**config.mk**
```make
export PLATFORM = sky130hd
export DESIGN_NAME = hub_device_config_register
export DESIGN_NICKNAME = d
export VERILOG_FILES = /design/src/dev_cfg_pkg.sv /design/src/hub_device_config_register.sv /design/src/lpm_gate.sv /design/src/strap_capture.sv
export SDC_FILE = /design/constraint.sdc
export NUM_CORES = 1
export LEC_CHECK = 0
export BUFFER_PORTS_ARGS = -buffer_cell sky130_fd_sc_hd__buf_4
export CORE_ASPECT_RATIO = 1.1
export CORE_MARGIN = 4
export CORE_UTILIZATION = 35
export CTS_BUF_LIST = sky130_fd_sc_hd__clkbuf_4 sky130_fd_sc_hd__clkbuf_8
export CTS_CLUSTER_SIZE = 30
export DETAILED_ROUTE_END_ITERATION = 16
export GPL_ROUTABILITY_DRIVEN = 0
export PLACE_DENSITY = 0.7
export SLEW_MARGIN = 20
export SYNTH_ARGS = -nofsm -noshare
export SYNTH_HDL_FRONTEND = slang
export SYNTH_SLANG_ARGS = --single-unit
```
**constraint.sdc**
```tcl
create_clock -name clk -period 2.3 [get_ports clk]
set_input_delay 0.345 -clock clk [delete_from_list [all_inputs] [get_ports clk]]
set_output_delay 0.345 -clock clk [all_outputs]
set_load 0.01 [all_outputs]
```
**src/dev_cfg_pkg.sv**
```systemverilog
/*
  Constants for the hub device configuration register: offset, bit positions, reset values and modes.
  Assumes a single 125 MHz core clock and an asynchronous active-low power-on reset.
*/
// Summary of operation
// - Bit 7 unlocks writes to the manufacturer and product strings, their lengths and the language ID, and resets to 0.
// - Bit 6 unlocks writes to the serial number string and its length, and resets to 0.
// - With bit 5 clear, U1 and U2 link low-power states are allowed on every port as normal.
// - With bit 5 set, U1 and U2 entry is neither started nor accepted unless a force-accept link message was seen.
// - After a force-accept link message is sent or received, U1 and U2 follow normal rules until power-on reset or upstream disconnect.
// - In EEPROM mode bits 5, 3 and 2 are loaded from the EEPROM contents.
// - In SMBus mode a host write replaces bits 5, 3 and 2.
// - Bit 4 always reads 1.
// - Bit 3 takes the power-group strap level when reset is released.
// - With reporting on and bit 3 clear, each port power is switched by its own control pin.
// - With reporting on and bit 3 set, all ports are switched together by the first port's control pin.
// - Bit 2 takes the power-reporting strap level when reset is released.
// - Port power switching status is reported when bit 2 is 0 and not when it is 1.
// - Bit 0 always reads 0.
// - The register sits at offset 5h of the configuration space.
package dev_cfg_pkg;
  localparam logic [7:0] CFG_OFFSET = 8'h05;
  localparam int STR_UNLOCK_BIT = 7;
  localparam int SER_UNLOCK_BIT = 6;
  localparam int LPM_BLOCK_BIT = 5;
  localparam int RSVD_ONE_BIT = 4;
  localparam int GROUP_BIT = 3;
  localparam int REPORT_OFF_BIT = 2;
  localparam int RSVD_RW_BIT = 1;
  localparam int RSVD_ZERO_BIT = 0;
  localparam logic STR_UNLOCK_RST = 1'h0;
  localparam logic SER_UNLOCK_RST = 1'h0;
  localparam logic LPM_BLOCK_RST = 1'h0;
  localparam logic RSVD_ONE_VAL = 1'h1;
  localparam logic RSVD_RW_RST = 1'h0;
  localparam logic RSVD_ZERO_VAL = 1'h0;
  // Bits that a load or a host write may change.
  localparam logic [7:0] WRITE_MASK = 8'hEE;
  typedef enum logic [1:0] {MODE_PINS, MODE_EEPROM, MODE_SMBUS} cfg_mode_t;
endpackage : dev_cfg_pkg

```
**src/hub_device_config_register.sv**
```systemverilog
/*
  Device configuration register of a four-port hub at offset 5h, with strap capture,
  EEPROM load and SMBus write paths, and the decoded controls that steer the hub.
  Assumes the configuration source presents one byte strobe per cycle at most, and
  that the link layer pulses forceAcceptSeen when a force-accept link message passes.
*/
`timescale 1ns/1ps
module hub_device_config_register #(
  parameter int NUM_PORTS = 4
) (
  input wire logic clk,
  input wire logic arst_n,
  input wire dev_cfg_pkg::cfg_mode_t cfgMode,
  input wire logic powerGroupStrapPin,
  input wire logic powerReportStrapPin,
  input wire logic regWrite,
  input wire logic [7:0] regAddr,
  input wire logic [7:0] regWriteData,
  output logic [7:0] regReadData,
  input wire logic forceAcceptSeen,
  input wire logic upstreamDisconnect,
  input wire logic [NUM_PORTS-1:0] portPowerRequest,
  output logic [NUM_PORTS-1:0] portPowerControlPins,
  output logic stringWriteUnlock,
  output logic serialWriteUnlock,
  output logic linkLowPowerBlock,
  output logic lowPowerAllowed,
  output logic powerStatusReportOn,
  output logic powerGroupMode
);
  typedef struct packed {
    logic strUnlock;
    logic serUnlock;
    logic lpmBlock;
    logic group;
    logic reportOff;
    logic rsvdRw;
    logic [NUM_PORTS-1:0] pwrCtl;
    logic strapSeen;
  } cfg_state_t;
  cfg_state_t state_reg;
  cfg_state_t state_next;

  logic strapValid;
  logic strapGroup;
  logic strapReportOff;
  logic strapSeen;
  logic forceAcceptLatched;
  logic hitCfg;
  logic loadPath;

  function automatic logic [7:0] pack_cfg(input cfg_state_t s);
    logic [7:0] v;
    v = 8'h00;
    v[dev_cfg_pkg::STR_UNLOCK_BIT] = s.strUnlock;
    v[dev_cfg_pkg::SER_UNLOCK_BIT] = s.serUnlock;
    v[dev_cfg_pkg::LPM_BLOCK_BIT] = s.lpmBlock;
    v[dev_cfg_pkg::RSVD_ONE_BIT] = dev_cfg_pkg::RSVD_ONE_VAL;
    v[dev_cfg_pkg::GROUP_BIT] = s.group;
    v[dev_cfg_pkg::REPORT_OFF_BIT] = s.reportOff;
    v[dev_cfg_pkg::RSVD_RW_BIT] = s.rsvdRw;
    v[dev_cfg_pkg::RSVD_ZERO_BIT] = dev_cfg_pkg::RSVD_ZERO_VAL;
    return v;
  endfunction : pack_cfg

  strap_capture u_strap (
    .clk(clk),
    .arst_n(arst_n),
    .powerGroupStrapPin(powerGroupStrapPin),
    .powerReportStrapPin(powerReportStrapPin),
    .strapValid(strapValid),
    .strapGroup(strapGroup),
    .strapReportOff(strapReportOff)
  );

  lpm_gate u_lpm (
    .clk(clk),
    .arst_n(arst_n),
    .linkLowPowerBlock(state_reg.lpmBlock),
    .forceAcceptSeen(forceAcceptSeen),
    .upstreamDisconnect(upstreamDisconnect),
    .lowPowerAllowed(lowPowerAllowed),
    .forceAcceptLatched(forceAcceptLatched)
  );

  assign hitCfg = regWrite && (regAddr == dev_cfg_pkg::CFG_OFFSET);
  assign loadPath = (cfgMode == dev_cfg_pkg::MODE_EEPROM) || (cfgMode == dev_cfg_pkg::MODE_SMBUS);

  always_comb begin
    state_next = state_reg;
    // The strap edge is remembered so that the capture happens only once per reset.
    state_next.strapSeen = strapValid;
    if (strapValid && !state_reg.strapSeen) begin
      state_next.group = strapGroup;
      state_next.reportOff = strapReportOff;
    end else if (hitCfg && loadPath) begin
      state_next.lpmBlock = regWriteData[dev_cfg_pkg::LPM_BLOCK_BIT];
      state_next.group = regWriteData[dev_cfg_pkg::GROUP_BIT];
      state_next.reportOff = regWriteData[dev_cfg_pkg::REPORT_OFF_BIT];
      state_next.strUnlock = regWriteData[dev_cfg_pkg::STR_UNLOCK_BIT];
      state_next.serUnlock = regWriteData[dev_cfg_pkg::SER_UNLOCK_BIT];
      state_next.rsvdRw = regWriteData[dev_cfg_pkg::RSVD_RW_BIT];
      // bits 4 and 0 have no storage, so writes to them are dropped.
    end
    if (!state_reg.reportOff && state_reg.group) begin
      state_next.pwrCtl = '0;
      state_next.pwrCtl[0] = |portPowerRequest;
    end else begin
      state_next.pwrCtl = portPowerRequest;
    end
  end

  always_ff @(posedge clk or negedge arst_n) begin
    if (!arst_n) begin
      state_reg <= '0;
    end else begin
      state_reg <= state_next;
    end
  end

  assign regReadData = pack_cfg(state_reg);
  assign portPowerControlPins = state_reg.pwrCtl;
  assign stringWriteUnlock = state_reg.strUnlock;
  assign serialWriteUnlock = state_reg.serUnlock;
  assign linkLowPowerBlock = state_reg.lpmBlock;
  assign powerStatusReportOn = !state_reg.reportOff;
  assign powerGroupMode = state_reg.group;
  assign strapSeen = state_reg.strapSeen;

  a_unlock_str_write: assert property (@(posedge clk) disable iff (!arst_n)
    hitCfg && loadPath && strapSeen |=> stringWriteUnlock == $past(regWriteData[7]))
    else $error("String unlock did not follow write.");
  a_unlock_ser_write: assert property (@(posedge clk) disable iff (!arst_n)
    hitCfg && loadPath && strapSeen |=> serialWriteUnlock == $past(regWriteData[6]))
    else $error("Serial unlock did not follow write.");
  a_host_write_fields: assert property (@(posedge clk) disable iff (!arst_n)
    hitCfg && loadPath && strapSeen |=> regReadData[5:2] == {$past(regWriteData[5]), 1'b1, $past(regWriteData[3:2])})
    else $error("Configurable fields not replaced by write.");
  a_pins_mode_ignores: assert property (@(posedge clk) disable iff (!arst_n)
    regWrite && cfgMode == dev_cfg_pkg::MODE_PINS && strapSeen |=> $stable(regReadData))
    else $error("Register changed without a load path.");
  a_rsvd_one_bit: assert property (@(posedge clk) disable iff (!arst_n)
    regReadData[4] == 1'b1)
    else $error("Reserved bit 4 not one.");
  a_rsvd_zero_bit: assert property (@(posedge clk) disable iff (!arst_n)
    regReadData[0] == 1'b0)
    else $error("Reserved bit 0 not zero.");
  a_strap_capture_once: assert property (@(posedge clk) disable iff (!arst_n)
    strapValid && !strapSeen |=> powerGroupMode == $past(strapGroup) && regReadData[2] == $past(strapReportOff))
    else $error("Strap levels not captured.");
  a_ganged_power_pin: assert property (@(posedge clk) disable iff (!arst_n)
    powerStatusReportOn && powerGroupMode |=> portPowerControlPins[NUM_PORTS-1:1] == '0)
    else $error("Grouped mode drove more than the first pin.");
  a_individual_power: assert property (@(posedge clk) disable iff (!arst_n)
    !powerGroupMode |=> portPowerControlPins == $past(portPowerRequest))
    else $error("Individual power control did not follow request.");

  a_other_addr_ignored: assert property (@(posedge clk) disable iff (!arst_n)
    regWrite && regAddr != dev_cfg_pkg::CFG_OFFSET && strapSeen |=> $stable(regReadData))
    else $error("Write to another offset changed the register.");
  a_report_strap_once: assert property (@(posedge clk) disable iff (!arst_n)
    strapValid && !strapSeen |=> powerStatusReportOn == !$past(strapReportOff))
    else $error("Reporting strap not captured.");
  a_ganged_pin_or: assert property (@(posedge clk) disable iff (!arst_n)
    powerStatusReportOn && powerGroupMode |=> portPowerControlPins[0] == |$past(portPowerRequest))
    else $error("Grouped first pin did not follow the requests.");
  a_block_write_denies: assert property (@(posedge clk) disable iff (!arst_n)
    hitCfg && loadPath && strapSeen && regWriteData[dev_cfg_pkg::LPM_BLOCK_BIT] && !forceAcceptLatched
      && !forceAcceptSeen |=> !lowPowerAllowed)
    else $error("Low power allowed after the block bit was written.");
  a_clear_write_allows: assert property (@(posedge clk) disable iff (!arst_n)
    hitCfg && loadPath && strapSeen && !regWriteData[dev_cfg_pkg::LPM_BLOCK_BIT] |=> lowPowerAllowed)
    else $error("Low power denied after the block bit was cleared.");

  c_host_write: cover property (@(posedge clk) disable iff (!arst_n) hitCfg && cfgMode == dev_cfg_pkg::MODE_SMBUS);
  c_eeprom_load: cover property (@(posedge clk) disable iff (!arst_n) hitCfg && cfgMode == dev_cfg_pkg::MODE_EEPROM);
  c_forced_lpm: cover property (@(posedge clk) disable iff (!arst_n) linkLowPowerBlock && forceAcceptLatched);
  c_grouped_power: cover property (@(posedge clk) disable iff (!arst_n) powerStatusReportOn && powerGroupMode);
endmodule : hub_device_config_register

```
**src/lpm_gate.sv**
```systemverilog
/*
  Decides whether U1/U2 entry is allowed, holding the force-accept latch.
  Assumes forceAcceptSeen and upstreamDisconnect are one-cycle pulses from the link layer.
*/
`timescale 1ns/1ps
module lpm_gate (
  input wire logic clk,
  input wire logic arst_n,
  input wire logic linkLowPowerBlock,
  input wire logic forceAcceptSeen,
  input wire logic upstreamDisconnect,
  output logic lowPowerAllowed,
  output logic forceAcceptLatched
);
  typedef struct packed {
    logic forced;
  } lpm_state_t;
  lpm_state_t state_reg;
  lpm_state_t state_next;

  always_comb begin
    state_next = state_reg;
    if (upstreamDisconnect) begin
      state_next.forced = 1'b0;
    end
    // A message in the same cycle as a disconnect wins, so it is never lost.
    if (forceAcceptSeen) begin
      state_next.forced = 1'b1;
    end
  end

  always_ff @(posedge clk or negedge arst_n) begin
    if (!arst_n) begin
      state_reg <= '0;
    end else begin
      state_reg <= state_next;
    end
  end

  assign lowPowerAllowed = !linkLowPowerBlock || state_reg.forced;
  assign forceAcceptLatched = state_reg.forced;

  a_force_latch_holds: assert property (@(posedge clk) disable iff (!arst_n)
    state_reg.forced && !upstreamDisconnect |=> lowPowerAllowed)
    else $error("Force-accept latch dropped without disconnect.");
  a_block_denies_lpm: assert property (@(posedge clk) disable iff (!arst_n)
    linkLowPowerBlock && !state_reg.forced |-> !lowPowerAllowed)
    else $error("Low power allowed while blocked.");
  a_clear_allows_lpm: assert property (@(posedge clk) disable iff (!arst_n)
    !linkLowPowerBlock |-> lowPowerAllowed)
    else $error("Low power denied while block bit clear.");
  a_force_sets_latch: assert property (@(posedge clk) disable iff (!arst_n)
    forceAcceptSeen |=> forceAcceptLatched)
    else $error("Force-accept message not latched.");
  a_disconnect_clears: assert property (@(posedge clk) disable iff (!arst_n)
    upstreamDisconnect && !forceAcceptSeen |=> !forceAcceptLatched)
    else $error("Force-accept latch kept after disconnect.");
endmodule : lpm_gate

```
**src/strap_capture.sv**
```systemverilog
/*
  Catches the two strap levels once, on the first clock edge after reset release.
  Assumes the strap pins are stable around reset release and synchronous to clk.
*/
`timescale 1ns/1ps
module strap_capture (
  input wire logic clk,
  input wire logic arst_n,
  input wire logic powerGroupStrapPin,
  input wire logic powerReportStrapPin,
  output logic strapValid,
  output logic strapGroup,
  output logic strapReportOff
);
  typedef struct packed {
    logic done;
    logic group;
    logic reportOff;
  } strap_state_t;
  strap_state_t state_reg;
  strap_state_t state_next;

  // Reset loads constants only; the pin levels are taken by the first clocked edge after release.
  always_comb begin
    state_next = state_reg;
    if (!state_reg.done) begin
      state_next.done = 1'b1;
      state_next.group = powerGroupStrapPin;
      state_next.reportOff = powerReportStrapPin;
    end
  end

  always_ff @(posedge clk or negedge arst_n) begin
    if (!arst_n) begin
      state_reg <= '0;
    end else begin
      state_reg <= state_next;
    end
  end

  assign strapValid = state_reg.done;
  assign strapGroup = state_reg.group;
  assign strapReportOff = state_reg.reportOff;
endmodule : strap_capture

```
==> results of run 1 <==
==> timing repair <==
action,in CTS,in global routing
endpoints found under the hold margin,15,0
resized for setup,0,0
hold buffers,1,0
==> cell families (layout without fill, tap and decap cells) <==
group | count (synthesis) | in the layout | share of synthesized area [%]
AOI/OAI and AO/OA | 4 | 4 | 3.83
xor gates and xnor gates | 1 | 1 | 1.34
buffers and inverters | 8 | 49 | 8.03
DFF | 15 | 15 | 57.4
muxes | 8 | 8 | 13.4
other | 2 | 3 | 1.15
and+or+nand+nor | 14 | 14 | 14.9
==> path summary, 6_finish.rpt <==
| path | startpoint | end | slack, ns | cells after the start |
|---|---|---|---|---|
| setup reg to reg | u_strap.strapValid | regReadData[1] | 1.01 | 3 |
| max in group asynchronous | arst_n | powerGroupMode | 1.67 | 2 |
| setup / recovery | regAddr[3] | regReadData[1] | 1.01 | 5 |
| hold reg to reg | u_strap.strapValid | strapSeen | 0.47 | 0 |
| min in group asynchronous | arst_n | linkLowPowerBlock | 0.46 | 2 |
| hold / removal | forceAcceptSeen | u_lpm.forceAcceptLatched | 0.24 | 2 |
==> where the power goes <==
| group | switching [mW] | total, mW | internal (mW) |
|---|---|---|---|
| sequential | 0.0118 | 0.296 | 0.285 |
| combinational | 0.0449 | 0.117 | 0.0717 |
| clock | 0.0781 | 0.157 | 0.0790 |
| total | 0.135 | 0.570 | 0.435 |
==> cell type report <==
class / count / area, um^2 / area share, %
well taps: 18 / 22.5 / 2.27
inverters: 2 / 7.51 / 0.758
flip-flops and latches: 15 / 375 / 37.9
multi-input cells: 30 / 230 / 23.2
repair buffers: 43 / 325 / 32.8
clock buffers: 4 / 30.0 / 3.03
==> stage by stage <==
stage / power [mW] / cell area, um^2 / setup WS [ns] / utilization (%)
floorplan: 0.348 / 658 / 0.895 / -
global placement: 0.415 / 951 / 0.707 / 53.4
detailed placement: 0.419 / 951 / 0.697 / 53.4
CTS: 0.578 / 991 / 0.991 / 55.6
global route: 0.607 / 991 / 0.915 / 55.6
finish: 0.570 / 991 / 1.01 / 55.6
==> layout by cell type (no fill, tap or decap) <==
| cell type | n |
|---|---|
| nor2_1 | 2 |
| nand4_2 | 1 |
| and2_1 | 3 |
| inv_1 | 2 |
| mux2_2 | 6 |
| dfrtp_1 | 15 |
| clkbuf_4 | 4 |
| nand2_1 | 1 |
| mux2i_1 | 2 |
| a21oi_1 | 2 |
| nor2b_4 | 1 |
| xor2_1 | 1 |
| a21o_1 | 1 |
| nor3_1 | 2 |
| buf_4 | 42 |
| dlygate4sd3_1 | 1 |
| conb_1 | 3 |
| and4bb_1 | 1 |
| nand2b_1 | 2 |
| o21bai_1 | 1 |
| nor2b_1 | 1 |
==> layer usage <==
layer  global-route usage (%)  up-vias
li1                         -      247
met1                     12.7      236
met2                     21.9       19
met3                     3.94        2
met4                     5.69        0
met5                        0        -
==> sequential cells by signal, summed over array words and instances (netlist names) <==
register,flops
strapSeen,1
u_strap.strapValid,1
regReadData,2
stringWriteUnlock,1
u_lpm.forceAcceptLatched,1
u_strap.strapGroup,1
serialWriteUnlock,1
portPowerControlPins,4
u_strap.strapReportOff,1
powerGroupMode,1
linkLowPowerBlock,1
==> critical path, cell delays in order <==
cell	delay, ns
buf_4	0.10
and4bb_1	0.27
nand4_2	0.19
nor2b_4	0.20
mux2_2	0.35
==> impl_metrics.json, run 1 <==
{
  "wl_per_cell_um": 12.4,
  "ys_types": 19,
  "critPathArrivalTime_ns": 1.46,
  "dieArea_um2": 2630,
  "cp.required_ns": 2.47,
  "max-vdd-ir-drop_mv": 0.440,
  "cts_setup_buffers": 0,
  "coreArea_um2": 1780,
  "finalCriticalPeriod_ns": 1.29,
  "crit_path_end_kind": "register",
  "synth_top_cell_area_share_pct": 57.4,
  "rsz0062_at_grt": "no",
  "top_layer": "met4",
  "wl_met1_um": 498,
  "drv_slew": 0,
  "status": "completed",
  "finalNonFillerCells": 112,
  "grt_pass1_vias": 580,
  "clkTransAtPathRegs_ns": 0.09,
  "setup_viol": 0,
  "antenna_found_initial": 0,
  "rows": 16,
  "cts_tree": "done",
  "timing.hold.ws_ns": 0.242,
  "chipHeight_um": 53.4,
  "fin_tns_setup_ns": 0,
  "layout-drive-gt1-share_pct": 57.4,
  "async_reset_ff_share_pct": 100,
  "portBuffers": 42,
  "pwr_density_cell_nw_per_um2": 575,
  "antenna_left": 0,
  "synthToLayoutAreaGrowth_pct": 51.4,
  "grt_max_degree": 16,
  "syn_inst": 52,
  "routed_wl_um": 1390,
  "dp_cells": 107,
  "antenna_cells": 0,
  "grtUsageTotal_pct": 12.1,
  "vias_per_cell": 4.50,
  "synth_edf_count": 0,
  "wl_met3_um": 106,
  "hold_viol": 0,
  "yosys_warnings": 0,
  "start_util_pct": 36.7,
  "io_pins": 47,
  "clock-sinks": 15,
  "numCtsBuffers": 3,
  "fmax_ghz": 0.775,
  "critPathLaunchType": "input pin",
  "netlist_top_cells_area": "dfrtp_1, mux2_2, buf_4",
  "finalNetCount": 124,
  "die_x_um": 49.2,
  "post-synth-top-count-cell": "dfrtp_1",
  "hold_class": "in -> reg",
  "synth_top_cell_by_area": "dfrtp_1",
  "wl_met2_um": 774,
  "finalClockSkew_ns": 0.00310,
  "yosys-top-cells-count": "dfrtp_1, buf_4, mux2_2, and2_1",
  "maxCapViolations": 0,
  "ys_seq_area_share_pct": 57.4,
  "drc_errors": 0,
  "ys_ff_latch": 15,
  "synth.avg_cell_area_um2": 12.6,
  "clk_latency_ns": 0.27,
  "synth_ff_type": "dfrtp_1",
  "place_hpwl_um": 1140,
  "post-route-period-util_pct": 56.1,
  "path_class": "in -> reg",
  "grt_overflow": 0,
  "clockBufferDepth": 2,
  "crit_path_max_fanout": 4,
  "drt_iter0_drc": 4,
  "power_leakage_nw": 0.545,
  "cts-root-buf": "clkbuf_4",
  "fillCellCount": 165,
  "htreeDepth": 1,
  "syn-cell-area_um2": 654,
  "grt_pass1_wl_um": 2420,
  "vias": 504,
  "dr.pass1.iters": 4
}
Power figures use the tool's default switching activity.
==> run 2: changes to the inputs <==
Settings changed: PLACE_DENSITY 0.7 to 0.73.
Clock period 2.3 ns to 1.1 ns, I/O delays scaled along.
==> impl_metrics.json, run 2 (synthesized netlist as in run 1, its figures left out) <==
{
  "layout-drive-gt1-share_pct": 63.6,
  "cts_tree": "done",
  "status": "complete, but fails checks",
  "setup_viol": 4,
  "antenna_found_initial": 0,
  "rsz0062_at_grt": "yes",
  "numCtsBuffers": 3,
  "slowest_delay_ns": 0.41,
  "drv_slew": 0,
  "htreeDepth": 1,
  "timing.hold.ws_ns": 0.0494,
  "hold_class": "in -> reg",
  "max-vdd-ir-drop_mv": 0.614,
  "grt_overflow": 0,
  "grt_pass1_vias": 571,
  "rr_worst_depth": 3,
  "dr.pass1.iters": 2,
  "crit_path_end_kind": "register",
  "grt_pass1_wl_um": 2460,
  "hold_viol": 0,
  "path_cells": "nand2b_4 -> nor2b_4 -> mux2_4",
  "antenna_left": 0,
  "cts-root-buf": "clkbuf_4",
  "start_util_pct": 36.7,
  "grt_max_degree": 16,
  "synthToLayoutAreaGrowth_pct": 64.2,
  "finalCriticalPeriod_ns": 1.14,
  "wl_per_cell_um": 13.4,
  "critPathLaunchType": "register",
  "violations": "negative setup slack",
  "reg2reg_from": "u_strap.strapValid",
  "drc_errors": 0,
  "vias_per_cell": 4.59,
  "power_leakage_nw": 0.580,
  "clockBufferDepth": 2,
  "final_common_cell": "buf_4",
  "grtUsageTotal_pct": 13.3,
  "largest_register_ffs": 4,
  "crit_start": "u_strap.strapValid",
  "clock-sinks": 15,
  "die_x_um": 49.2,
  "dp_cells": 110,
  "setup_slack_ns": -0.0370,
  "utilization_pct": 60.3,
  "vias": 537,
  "slowest_stage": "dfrtp_1",
  "finalNonFillerCells": 117,
  "post-route-period-util_pct": 103,
  "clk_latency_ns": 0.29,
  "coreArea_um2": 1780,
  "cp-endpoint": "stringWriteUnlock",
  "path_class": "reg -> reg",
  "finalNetCount": 129,
  "stdcell_area_um2": 1070,
  "finalClockSkew_ns": 0.00571,
  "r2r_setup_slack_ns": -0.04,
  "fin_tns_setup_ns": -0.130,
  "final_cell_mix": "buf_4, dfrtp_1, mux2_4",
  "critPathArrivalTime_ns": 1.31,
  "antenna_cells": 0,
  "crit_path_max_fanout": 4,
  "routed_wl_um": 1570,
  "place_ws_ns": -0.278,
  "io_pins": 47,
  "drt_iter0_drc": 3,
  "timing.rr.end": "stringWriteUnlock",
  "portBuffers": 42,
  "rows": 16,
  "cp.required_ns": 1.27,
  "maxCapViolations": 0,
  "placedInstanceArea_um2": 987,
  "chipHeight_um": 53.4,
  "clkTransAtPathRegs_ns": 0.09,
  "fmax_ghz": 0.880,
  "dieArea_um2": 2630,
  "pwr_density_cell_nw_per_um2": 1120,
  "power_mw": 1.20
}
-- run 2: changes by cell type in the layout (fill, tap and decap cells not counted), sizes merged --
cell	before	now
buf	42	47
clkbuf	4	3
clkinv	0	1
-- run 2: worst min path at each step --
| stage | to | cells after the start | start | slack, ns |
|---|---|---|---|---|
| 2_1_floorplan | linkLowPowerBlock | 0 | arst_n | -0.13 |
| 3_3_place_gp | u_lpm.forceAcceptLatched | 1 | arst_n | 0.03 |
| 3_5_place_dp | portPowerControlPins[2] | 1 | arst_n | 0.03 |
| 4_1_cts | u_lpm.forceAcceptLatched | 2 | forceAcceptSeen | 0.05 |
| 5_1_grt | u_lpm.forceAcceptLatched | 2 | forceAcceptSeen | 0.04 |
| 6_report | u_lpm.forceAcceptLatched | 2 | forceAcceptSeen | 0.05 |
-- run 2: worst max-delay path, delay by kind of cell, from the launching register on --
family / cells / cell delay [ns]
flops: 1 / 0.41
mux: 1 / 0.32
simple gates: 2 / 0.30
-- run 2: final cells by class --
class	instances	area [um^2]
tap	18	22.5
fill	153	707
sequential	15	377
inverter	2	7.51
clock inverter	1	5.00
clock buffer	3	22.5
multi-input combinational	30	274
timing repair buffer	48	367
-- run 2: metal layers --
layer,track usage [%],wire length [um]
met4,9.95,40
met5,0,0
met3,4.23,119
met2,24.6,893
met1,12.2,518
-- run 2: power by group --
group,switching (mW),total [mW],leakage (nW),internal [mW]
logic,0.104,0.270,0.382,0.166
registers,0.0248,0.620,0.181,0.595
clock network,0.179,0.314,0.0177,0.135
-- run 2: repair_timing --
action                                  CTS  global route
setup buffers                             1             1
hold endpoints to repair                 15             0
endpoints found under the setup margin    5             6
resized for setup                         1             7
hold buffers                              1             0
